File: config.mk
export PLATFORM = sky130hd
export DESIGN_NAME = aam_access_maint
export DESIGN_NICKNAME = d
export VERILOG_FILES = /design/src/aam_pkg.sv /design/src/aam_access_maint.sv
export SDC_FILE = /design/constraint.sdc
export NUM_CORES = 1
export LEC_CHECK = 0
export ABC_CLOCK_PERIOD_IN_PS = 4800
export BUFFER_PORTS_ARGS = -buffer_cell sky130_fd_sc_hd__buf_4
export CORE_UTILIZATION = 50
export CTS_BUF_LIST = sky130_fd_sc_hd__clkbuf_8
export DETAILED_ROUTE_END_ITERATION = 6
export GPL_ROUTABILITY_DRIVEN = 1
export HOLD_SLACK_MARGIN = 0.08
export PLACE_DENSITY_LB_ADDON = 0.3
export SLEW_MARGIN = 20
export SYNTH_ARGS = -nofsm -noshare
export SYNTH_HDL_FRONTEND = slang
export SYNTH_SLANG_ARGS = --single-unit
File: constraint.sdc
create_clock -name clk -period 4.8 [get_ports clk]
set_input_delay 0.48 -clock clk [delete_from_list [all_inputs] [get_ports clk]]
set_output_delay 0.48 -clock clk [all_outputs]
set_load 0.005 [all_outputs]
File: src/aam_pkg.sv
package aam_pkg;

    localparam int CLK_HZ = 40_000_000;
    localparam int HZ_PER_KHZ = 1000;
    localparam int CYCLES_PER_MS = CLK_HZ / HZ_PER_KHZ;

    // activation budgets, in milliseconds, the cold one first given in seconds
    localparam int RESUME_LIMIT_MS = 300;
    localparam int REGEN_LIMIT_MS = 600;
    localparam int COLD_LIMIT_S = 10;
    localparam int MS_PER_S = 1000;
    localparam int COLD_LIMIT_MS = COLD_LIMIT_S * MS_PER_S;

    // late activations may not exceed one in twenty
    localparam int LATE_RATIO = 20;

    localparam int MS_W = 14;
    localparam int CNT_W = 16;

    // loopback selectors
    localparam logic [1:0] LOOP_LT = 2'h0;
    localparam logic [1:0] LOOP_REGEN = 2'h1;
    localparam logic [1:0] LOOP_NT = 2'h2;

    // status units
    localparam logic [1:0] UNIT_LT = 2'h0;
    localparam logic [1:0] UNIT_REGEN = 2'h1;
    localparam logic [1:0] UNIT_NT = 2'h2;

    // defect bit positions
    localparam int DEF_ERR_RATE = 0;
    localparam int DEF_LOS = 1;
    localparam int DEF_LOF = 2;
    localparam int DEF_PWR = 3;
    localparam int DEF_W = 4;

    // pin vector layout ahead of the synchroniser
    localparam int PIN_WAKE = 0;
    localparam int PIN_SYNC = 1;
    localparam int PIN_REGEN = 2;
    localparam int PIN_DEF = 3;
    localparam int PIN_W = PIN_DEF + DEF_W;

    typedef enum logic [2:0] {
        AAM_DEACT = 3'h0,
        AAM_ACTING = 3'h1,
        AAM_ACTIVE = 3'h2,
        AAM_LOOPING = 3'h3,
        AAM_LOOPED = 3'h4
    } aam_state_t;

    typedef struct packed {
        logic valid;
        logic [1:0] sel;
    } aam_loop_cmd_t;

    typedef struct packed {
        logic valid;
        logic [1:0] unit;
    } aam_status_req_t;

    typedef struct packed {
        logic valid;
        logic on;
    } aam_power_cmd_t;

    typedef struct packed {
        logic valid;
        logic [1:0] unit;
        logic [7:0] data;
    } aam_status_rsp_t;

    typedef struct packed {
        logic valid;
        logic [DEF_W-1:0] defects;
    } aam_defect_info_t;

endpackage : aam_pkg

File: src/aam_access_maint.sv
module aam_access_maint #(
    parameter int CyclesPerMs = aam_pkg::CYCLES_PER_MS,
    parameter int ResumeLimitMs = aam_pkg::RESUME_LIMIT_MS,
    parameter int RegenLimitMs = aam_pkg::REGEN_LIMIT_MS,
    parameter int ColdLimitMs = aam_pkg::COLD_LIMIT_MS
) (
    input wire logic clk,
    input wire logic srst,
    input wire logic activateFunctionElement,
    input wire logic deactivateReq,
    input wire logic userWakeupPin,
    input wire logic lineSyncPin,
    input wire logic regenPresentPin,
    input wire logic [aam_pkg::DEF_W-1:0] defectPins,
    input wire aam_pkg::aam_loop_cmd_t loopCmd,
    input wire logic loopRelease,
    input wire aam_pkg::aam_status_req_t statusReq,
    input wire aam_pkg::aam_power_cmd_t powerCmd,
    input wire logic autoPowerOff,
    output logic activatedFunctionElement,
    output logic networkActiveSignal,
    output logic deactivatedIndication,
    output logic loopActive,
    output logic [1:0] loopSel,
    output logic layer2Suppress,
    output logic powerFeedOn,
    output aam_pkg::aam_defect_info_t defectIndicationInfo,
    output aam_pkg::aam_status_rsp_t statusRsp,
    output logic activationLate,
    output logic lateShareExceeded,
    output logic [aam_pkg::MS_W-1:0] lastIntervalMs
);

    localparam int MS_MAX = (1 << aam_pkg::MS_W) - 1;
    generate
        if (CyclesPerMs < 1 || ResumeLimitMs < 1 || RegenLimitMs < 1 || ColdLimitMs < 1
            || ColdLimitMs > MS_MAX || RegenLimitMs > MS_MAX) begin : gBadParam
            $error("aam_access_maint: timing parameter out of range");
        end
    endgenerate
    // status payload per addressed unit
    function automatic logic [7:0] statusData(
        input logic [1:0] unit,
        input logic looping,
        input logic [1:0] sel,
        input logic [aam_pkg::DEF_W-1:0] defects,
        input logic power
    );
        logic hit;
        hit = 1'b0;
        case (unit)
            aam_pkg::UNIT_LT: hit = looping && sel == aam_pkg::LOOP_LT;
            aam_pkg::UNIT_REGEN: hit = looping && sel == aam_pkg::LOOP_REGEN;
            default: hit = looping && sel == aam_pkg::LOOP_NT;
        endcase
        statusData = {2'h0, power, hit, defects};
    endfunction : statusData
    // two-flop synchroniser for all pin inputs
    logic [aam_pkg::PIN_W-1:0] pinMeta_reg;
    logic [aam_pkg::PIN_W-1:0] pinSync_reg;
    logic [aam_pkg::PIN_W-1:0] pinPrev_reg;
    always_ff @(posedge clk) begin
        if (srst) begin
            pinMeta_reg <= '0;
            pinSync_reg <= '0;
            pinPrev_reg <= '0;
        end else begin
            pinMeta_reg <= {defectPins, regenPresentPin, lineSyncPin, userWakeupPin};
            pinSync_reg <= pinMeta_reg;
            pinPrev_reg <= pinSync_reg;
        end
    end
    logic wakeRise;
    logic lineSync;
    logic regenPresent;
    logic [aam_pkg::DEF_W-1:0] defects;
    logic [aam_pkg::DEF_W-1:0] defectRise;
    assign wakeRise = pinSync_reg[aam_pkg::PIN_WAKE] && !pinPrev_reg[aam_pkg::PIN_WAKE];
    assign lineSync = pinSync_reg[aam_pkg::PIN_SYNC];
    assign regenPresent = pinSync_reg[aam_pkg::PIN_REGEN];
    assign defects = pinSync_reg[aam_pkg::PIN_DEF +: aam_pkg::DEF_W];
    assign defectRise = defects & ~pinPrev_reg[aam_pkg::PIN_DEF +: aam_pkg::DEF_W];
    // millisecond tick
    logic [31:0] tickCnt_reg;
    logic msTick;
    assign msTick = tickCnt_reg == 32'(CyclesPerMs - 1);
    always_ff @(posedge clk) begin
        if (srst || msTick) begin
            tickCnt_reg <= '0;
        end else begin
            tickCnt_reg <= tickCnt_reg + 32'h1;
        end
    end
    aam_pkg::aam_state_t state_reg;
    aam_pkg::aam_state_t state_next;
    logic powerOn_reg;
    logic powerOffNow;
    logic startAct;
    logic loopAccept;
    logic lineUp;
    assign powerOffNow = (powerCmd.valid && !powerCmd.on)
        || (autoPowerOff && defectRise[aam_pkg::DEF_PWR]);
    assign startAct = state_reg == aam_pkg::AAM_DEACT && powerOn_reg
        && (activateFunctionElement || wakeRise);
    assign loopAccept = state_reg == aam_pkg::AAM_DEACT && powerOn_reg
        && loopCmd.valid && loopCmd.sel <= aam_pkg::LOOP_NT;
    assign lineUp = lineSync && powerOn_reg;
    always_comb begin
        state_next = state_reg;
        case (state_reg)
            aam_pkg::AAM_DEACT: begin
                // loopback wins a tie with a call activation
                if (loopAccept) begin
                    state_next = aam_pkg::AAM_LOOPING;
                end else if (startAct) begin
                    state_next = aam_pkg::AAM_ACTING;
                end
            end
            aam_pkg::AAM_ACTING: begin
                if (deactivateReq) begin
                    state_next = aam_pkg::AAM_DEACT;
                end else if (lineUp) begin
                    state_next = aam_pkg::AAM_ACTIVE;
                end
            end
            aam_pkg::AAM_ACTIVE: begin
                if (deactivateReq || !lineSync) begin
                    state_next = aam_pkg::AAM_DEACT;
                end
            end
            aam_pkg::AAM_LOOPING: begin
                // activation requests are not looked at here
                if (loopRelease) begin
                    state_next = aam_pkg::AAM_DEACT;
                end else if (lineUp) begin
                    state_next = aam_pkg::AAM_LOOPED;
                end
            end
            aam_pkg::AAM_LOOPED: begin
                if (loopRelease) begin
                    state_next = aam_pkg::AAM_DEACT;
                end
            end
            default: state_next = aam_pkg::AAM_DEACT;
        endcase
        if (powerOffNow) begin
            state_next = aam_pkg::AAM_DEACT;
        end
    end

    always_ff @(posedge clk) begin
        if (srst) begin
            state_reg <= aam_pkg::AAM_DEACT;
        end else begin
            state_reg <= state_next;
        end
    end

    logic enterActive;
    logic leaveUp;
    assign enterActive = state_next != state_reg && (state_next == aam_pkg::AAM_ACTIVE
        || state_next == aam_pkg::AAM_LOOPED);
    assign leaveUp = state_next == aam_pkg::AAM_DEACT && state_reg != aam_pkg::AAM_DEACT;

    // indications toward the exchange side
    always_ff @(posedge clk) begin
        if (srst) begin
            activatedFunctionElement <= 1'b0;
            deactivatedIndication <= 1'b0;
            networkActiveSignal <= 1'b0;
            loopActive <= 1'b0;
            loopSel <= aam_pkg::LOOP_LT;
            layer2Suppress <= 1'b0;
        end else begin
            activatedFunctionElement <= enterActive;
            deactivatedIndication <= leaveUp;
            networkActiveSignal <= state_next == aam_pkg::AAM_ACTIVE
                || state_next == aam_pkg::AAM_LOOPED;
            loopActive <= state_next == aam_pkg::AAM_LOOPING
                || state_next == aam_pkg::AAM_LOOPED;
            layer2Suppress <= state_next == aam_pkg::AAM_LOOPING
                || state_next == aam_pkg::AAM_LOOPED;
            if (loopAccept) begin
                loopSel <= loopCmd.sel;
            end
        end
    end

    // power feed, and the cold-start marker it drives
    logic cold_reg;
    always_ff @(posedge clk) begin
        if (srst) begin
            powerOn_reg <= 1'b1;
            cold_reg <= 1'b1;
        end else begin
            if (powerOffNow) begin
                powerOn_reg <= 1'b0;
            end else if (powerCmd.valid && powerCmd.on) begin
                powerOn_reg <= 1'b1;
            end
            if (powerCmd.valid && powerCmd.on && !powerOn_reg) begin
                cold_reg <= 1'b1;
            end else if (enterActive) begin
                cold_reg <= 1'b0;
            end
        end
    end

    assign powerFeedOn = powerOn_reg;
    // activation interval, saturating in milliseconds
    logic [aam_pkg::MS_W-1:0] elapsed_reg;
    logic [aam_pkg::MS_W-1:0] limitMs;
    assign limitMs = cold_reg ? aam_pkg::MS_W'(ColdLimitMs)
        : regenPresent ? aam_pkg::MS_W'(RegenLimitMs) : aam_pkg::MS_W'(ResumeLimitMs);

    always_ff @(posedge clk) begin
        if (srst || startAct || loopAccept) begin
            elapsed_reg <= '0;
        end else if (msTick && elapsed_reg != aam_pkg::MS_W'(MS_MAX)) begin
            elapsed_reg <= elapsed_reg + aam_pkg::MS_W'(1);
        end
    end

    // late share over all activations, one late in twenty tolerated
    logic [aam_pkg::CNT_W-1:0] totalCnt_reg;
    logic [aam_pkg::CNT_W-1:0] lateCnt_reg;
    logic isLate;
    logic [aam_pkg::CNT_W+4:0] lateScaled;
    assign isLate = elapsed_reg >= limitMs;
    assign lateScaled = (aam_pkg::CNT_W+5)'(lateCnt_reg) * (aam_pkg::CNT_W+5)'(aam_pkg::LATE_RATIO);

    always_ff @(posedge clk) begin
        if (srst) begin
            totalCnt_reg <= '0;
            lateCnt_reg <= '0;
            activationLate <= 1'b0;
            lateShareExceeded <= 1'b0;
            lastIntervalMs <= '0;
        end else begin
            activationLate <= enterActive && isLate;
            if (enterActive && totalCnt_reg != '1) begin
                totalCnt_reg <= totalCnt_reg + aam_pkg::CNT_W'(1);
                lastIntervalMs <= elapsed_reg;
                if (isLate) begin
                    lateCnt_reg <= lateCnt_reg + aam_pkg::CNT_W'(1);
                end
            end
            lateShareExceeded <= lateScaled > (aam_pkg::CNT_W+5)'(totalCnt_reg);
        end
    end

    // unprompted defect report on any newly raised defect
    always_ff @(posedge clk) begin
        if (srst) begin
            defectIndicationInfo <= '0;
        end else begin
            defectIndicationInfo.valid <= |defectRise;
            defectIndicationInfo.defects <= defects;
        end
    end

    // every status request gets exactly one answer
    always_ff @(posedge clk) begin
        if (srst) begin
            statusRsp <= '0;
        end else begin
            statusRsp.valid <= statusReq.valid;
            if (statusReq.valid) begin
                statusRsp.unit <= statusReq.unit;
                statusRsp.data <= statusData(statusReq.unit, loopActive, loopSel,
                    defects, powerOn_reg);
            end
        end
    end

endmodule : aam_access_maint

---- After elaboration in Yosys (flattened, before gate mapping) ----
Index checks and enable logic that the tools add are counted.
W data, S select, Z words.
word-level totals
  bits in registers ....................... 140
  bits in latches ......................... 0
  bits in writable memories ............... 0
  ROM bits ................................ 0
  input bits .............................. 21
  output and inout bits ................... 40
  logic and storage cells ................. 101
  memories ................................ 0
operators by class
  add/subtract/negate cells ............... 4
  multiply operators ...................... 1
  divide/modulo/power cells ............... 0
  order comparisons ....................... 3
  equal/unequal tests ..................... 14
  shifts and indexed selects .............. 0
  multiplexer cells ....................... 15
  bitwise logic cells ..................... 2
  reductions and logical operators ........ 39
operators with widths
  cell                     number
  $add A16 B1 Y16 const B  2
  $add A32 B1 Y32 const B  1
  $eq A32 B16 Y1 const B   1
  $mux W3                  9
  $gt A21 B16 Y1           1
  $mul A16 B3 Y19 const B  1
  $logic_and A1 B1 Y1      18
  $ne A16 B16 Y1 const B   1
  $pmux W3 S5              1
  $add A14 B1 Y14 const B  1
  $ge A14 B14 Y1           1
  $mux W14                 1
  $ne A14 B14 Y1 const B   1
  $eq A3 B2 Y1 const B     4
  $mux W10                 1
  $logic_or A1 B1 Y1       8
  $eq A3 B3 Y1 const B     2
  $logic_not A3 Y1         2
  $and A4 B4 Y4            1
  $eq A2 B1 Y1 const B     2
  $logic_not A1 Y1         4
  $logic_not A2 Y1         2
  $not A4 Y4               1
  $reduce_or A4 Y1         1
  other kinds (10)         11

---- Depth between registers and ports, before layout ----
  depth in word-level cells ............... 13
  gate-level depth with buffers ........... 18
  depth with buffers taken out ............ 18

---- Worst setup path before layout ----
OpenSTA, ideal clock, no wires.
  kind .................................... register -> register
  start point ............................. register lateCnt_reg[3] (netlist bit)
  end point ............................... register lateShareExceeded
  setup time .............................. 132 ps
  data arrival time ....................... 3,321 ps
  required time ........................... 4,668 ps
  path slack .............................. 1,347 ps
  stages on the path, launching flop included .. 18
  buffers on the path ..................... 0
  period minus slack after synthesis ...... 3,453 ps
  cells stage by stage .................... dfxtp_1 > ha_1 > ha_1 > fa_1 > a21oi_1 > o21ai_0 > o31ai_1 > a21oi_1 > or2_2 > a21oi_1 > xnor2_1 > ha_1 > nor3_1 > o211ai_1 > a21oi_1 > a22oi_1 > nor3_1 > a21oi_1
between the ends
  longest elaborated chain between the ends .. 2
ends and longest elaborated chain
  what                    RTL line                 source
  start, declared         aam_access_maint.sv:226  logic [aam_pkg::CNT_W-1:0] lateCnt_reg;
  start signal, assigned  aam_access_maint.sv:245  lateCnt_reg <= lateCnt_reg + aam_pkg::CNT_W'(1);
  $mul A16 B3 Y19         aam_access_maint.sv:230  assign lateScaled = (aam_pkg::CNT_W+5)'(lateCnt_reg) * (aam_pkg::CNT_W+5)'(aam_pkg::LATE_RATIO);
  $gt A21 B16 Y1          aam_access_maint.sv:248  lateShareExceeded <= lateScaled > (aam_pkg::CNT_W+5)'(totalCnt_reg);
  end signal, assigned    aam_access_maint.sv:248
  end, declared           aam_access_maint.sv:30   output logic lateShareExceeded,
No other way between the ends.
A chain may end at the register's enable or synchronous reset.

---- Worst setup path after layout ----
Ends and elaborated chain as after synthesis.

==> run metrics <==
Final Hold Viols 0; count leader, synth dfxtp_1; # setup viols final 0; reg2reg start lateCnt_reg[3]$_SDFFE_PP0P_; Slew Limit Fails 0; number of sinks on the clock net between 100 and 150; number of global-route vias before repair 5062; GRT overflow 0; sequential cell area fraction in the yosys report 0.392; WHS Endpoint pinMeta_reg[4]$_SDFF_PP0_; Hold Startpoint defectPins[1]; Critical Path AT a little over 4000 ps; vias per cell roughly 5.3; post-layout minimum cycle time about 3800 ps; Power Density around 270 nW/um2; PostCTS Resize Cnt 0; initial antenna violation count 0; syn_area_per_cell 8.60 um2; crit path kind flip-flop to flip-flop; VDD IR max between 0.2 and 0.3 mV; Synth Instances about 800; Ports 61; Worst Skew around 11 ps; reg-to-reg endpoint lateShareExceeded$_SDFF_PP0_; Area growth syn-to-layout 12.9%; Worst Tran Pin Value ~730 ps; Final Cycle Share 0.790; Global Route Usage Sum 0.202; buffers added on ports 58; synth unique cells 61; # Post-CTS Setup Buffers 0; placed inst area 7370 um2; RSZ-0062 raised after global routing no; wire length per cell around 13 um; die height between 100 and 150 um; post-DP HPWL roughly 9800 um; FMAX 264 MHz; Synth Warn # 0; synthesized cell area about 6900 um2; prevailing post-synth register cell dfxtp_1; Largest register FFs 32; cts hold-fix bufs 0; drt total wl 13600 um; reg2reg path depth 18; Routed Antenna Nets 0; status finished clean; top cells by area, synth dfxtp_1 39%, ha_1 10%, nor2_1 5.6%; nets between 900 and 1000; crit-path max FO 6; crit end category flip-flop; diode count 0; Die ar. 14200 um2; via count around 5500; critical path launch point type flip-flop; most instantiated cells after synthesis 134 x dfxtp_1, 103 x nor2_1, 86 x nand2_1; asr flop ratio synth 0; H-tree depth 4; first-pass GRT wire length roughly 23000 um; setup_tns 0 ps; gpl congestion slightly above 0.8; CTS tree yes; Core ar. 13300 um2; dominant cell type by area after synthesis dfxtp_1; Static Leak 0.00326 uW; Initial Utilization 0.515; max capacitance violation total 0; FF+latch count, synth ~130; First DRT Iteration DRCs ~340; Clk Latency, worst-skew pair around 440 ps; post-route cell area ~7700 um2; die width between 100 and 150 um; clock-pin transition on the worst setup and hold timing paths about 80 ps; Rel. slew slack 0.514; hold crit path type primary input to flip-flop; largest net degree at the start of global routing 62; EDFF count, synth 0; Min-Delay Path Depth 2; flop2flop setup slack 1010 ps; Initial DRT Pass Iterations 4; cts bufs inserted 17; CTS root buf clkbuf_8; maximum clock insertion buffer count 2; Row Count 42; layout cells sized above 1 0.121; DRC viols 0; area fraction of the dominant cell type after synthesis 0.392; WP data required ~5000 ps
## cell usage in the layout, fill, tap and decap left out, drive strengths merged, types with 20 or more instances in the layout
master | synthesis | final
nand3 | 26 | 26
a21oi | 41 | 41
nor4 | 20 | 20
xor2 | 28 | 28
buf | 14 | 61
nand2 | 86 | 86
nor2b | 36 | 36
ha | 57 | 57
dfxtp | 134 | 134
inv | 34 | 41
o21ai | 22 | 22
nor2 | 103 | 103
xnor2 | 39 | 39
## cell type report
| cell class | instances | area [um2] |
|---|---|---|
| Fill cell | 1240 | 5560 |
| Clock inverter | 14 | 116 |
| Tap cell | 176 | 220 |
| Clock buffer | 18 | 248 |
| Inverter | 34 | 128 |
| Timing Repair Buffer | 61 | 458 |
| Multi-Input combinational cell | 598 | 3880 |
| Sequential cell | 134 | 2680 |
## power by group
| group | switching, uW | internal (uW) |
|---|---|---|
| clock network | 475 | 385 |
| registers | 13.8 | 1130 |
| logic | 66.6 | 50.7 |
## worst max-delay path: stages (launching register included)
cell,delay (ps)
dfxtp_1,440
ha_1,280
ha_1,240
fa_1,410
a21oi_1,180
o21ai_0,150
o31ai_1,340
a21oi_1,140
or2_2,300
a21oi_1,170
xnor2_1,90
ha_1,300
nand4_1,90
nor2_1,90
nand2_1,50
o21ai_0,80
a22oi_1,90
nor3_1,150
a21oi_1,90
## cells by family after synthesis
family	synth area share
DFF	0.392
other	0.000547
muxes	0.0150
and+or+nand+nor	0.263
xor gates and xnor gates	0.0856
AOI/OAI and AO/OA	0.0955
adders and majority gates	0.107
buffers and inverters	0.0422
## per-layer routing
layer  part of all wire  track usage
met3              0.036       0.0508
met2               0.47        0.323
met1               0.49        0.264
met4              0.011       0.0680
met5                  0            0
## worst max-delay path by stage
| stage | end | slack (ps) | cells after the start | from |
|---|---|---|---|---|
| floorplan | lateShareExceeded$_SDFF_PP0_ | 1350 | 17 | lateCnt_reg[3]$_SDFFE_PP0P_ |
| global placement | lateShareExceeded$_SDFF_PP0_ | 1130 | 18 | lateCnt_reg[3]$_SDFFE_PP0P_ |
| detailed placement | lateShareExceeded$_SDFF_PP0_ | 1020 | 18 | lateCnt_reg[3]$_SDFFE_PP0P_ |
| CTS | lateShareExceeded$_SDFF_PP0_ | 990 | 18 | lateCnt_reg[3]$_SDFFE_PP0P_ |
| global route | lateShareExceeded$_SDFF_PP0_ | 630 | 18 | lateCnt_reg[3]$_SDFFE_PP0P_ |
| finish | lateShareExceeded$_SDFF_PP0_ | 1010 | 18 | lateCnt_reg[3]$_SDFFE_PP0P_ |
## stage by stage
step                total power (uW)  utilization  worst slack [ps]  std cells  hold slack, ps
finish                          2120        0.582              1010       1035             247
floorplan                       1240            -              1350        798             414
global placement                1280        0.554              1130       1003             416
detailed placement              1280        0.554              1020       1003             422
global route                    2210        0.582               630       1035             221
CTS                             2150        0.582               990       1035             216
Power figures use the tool's default switching activity.
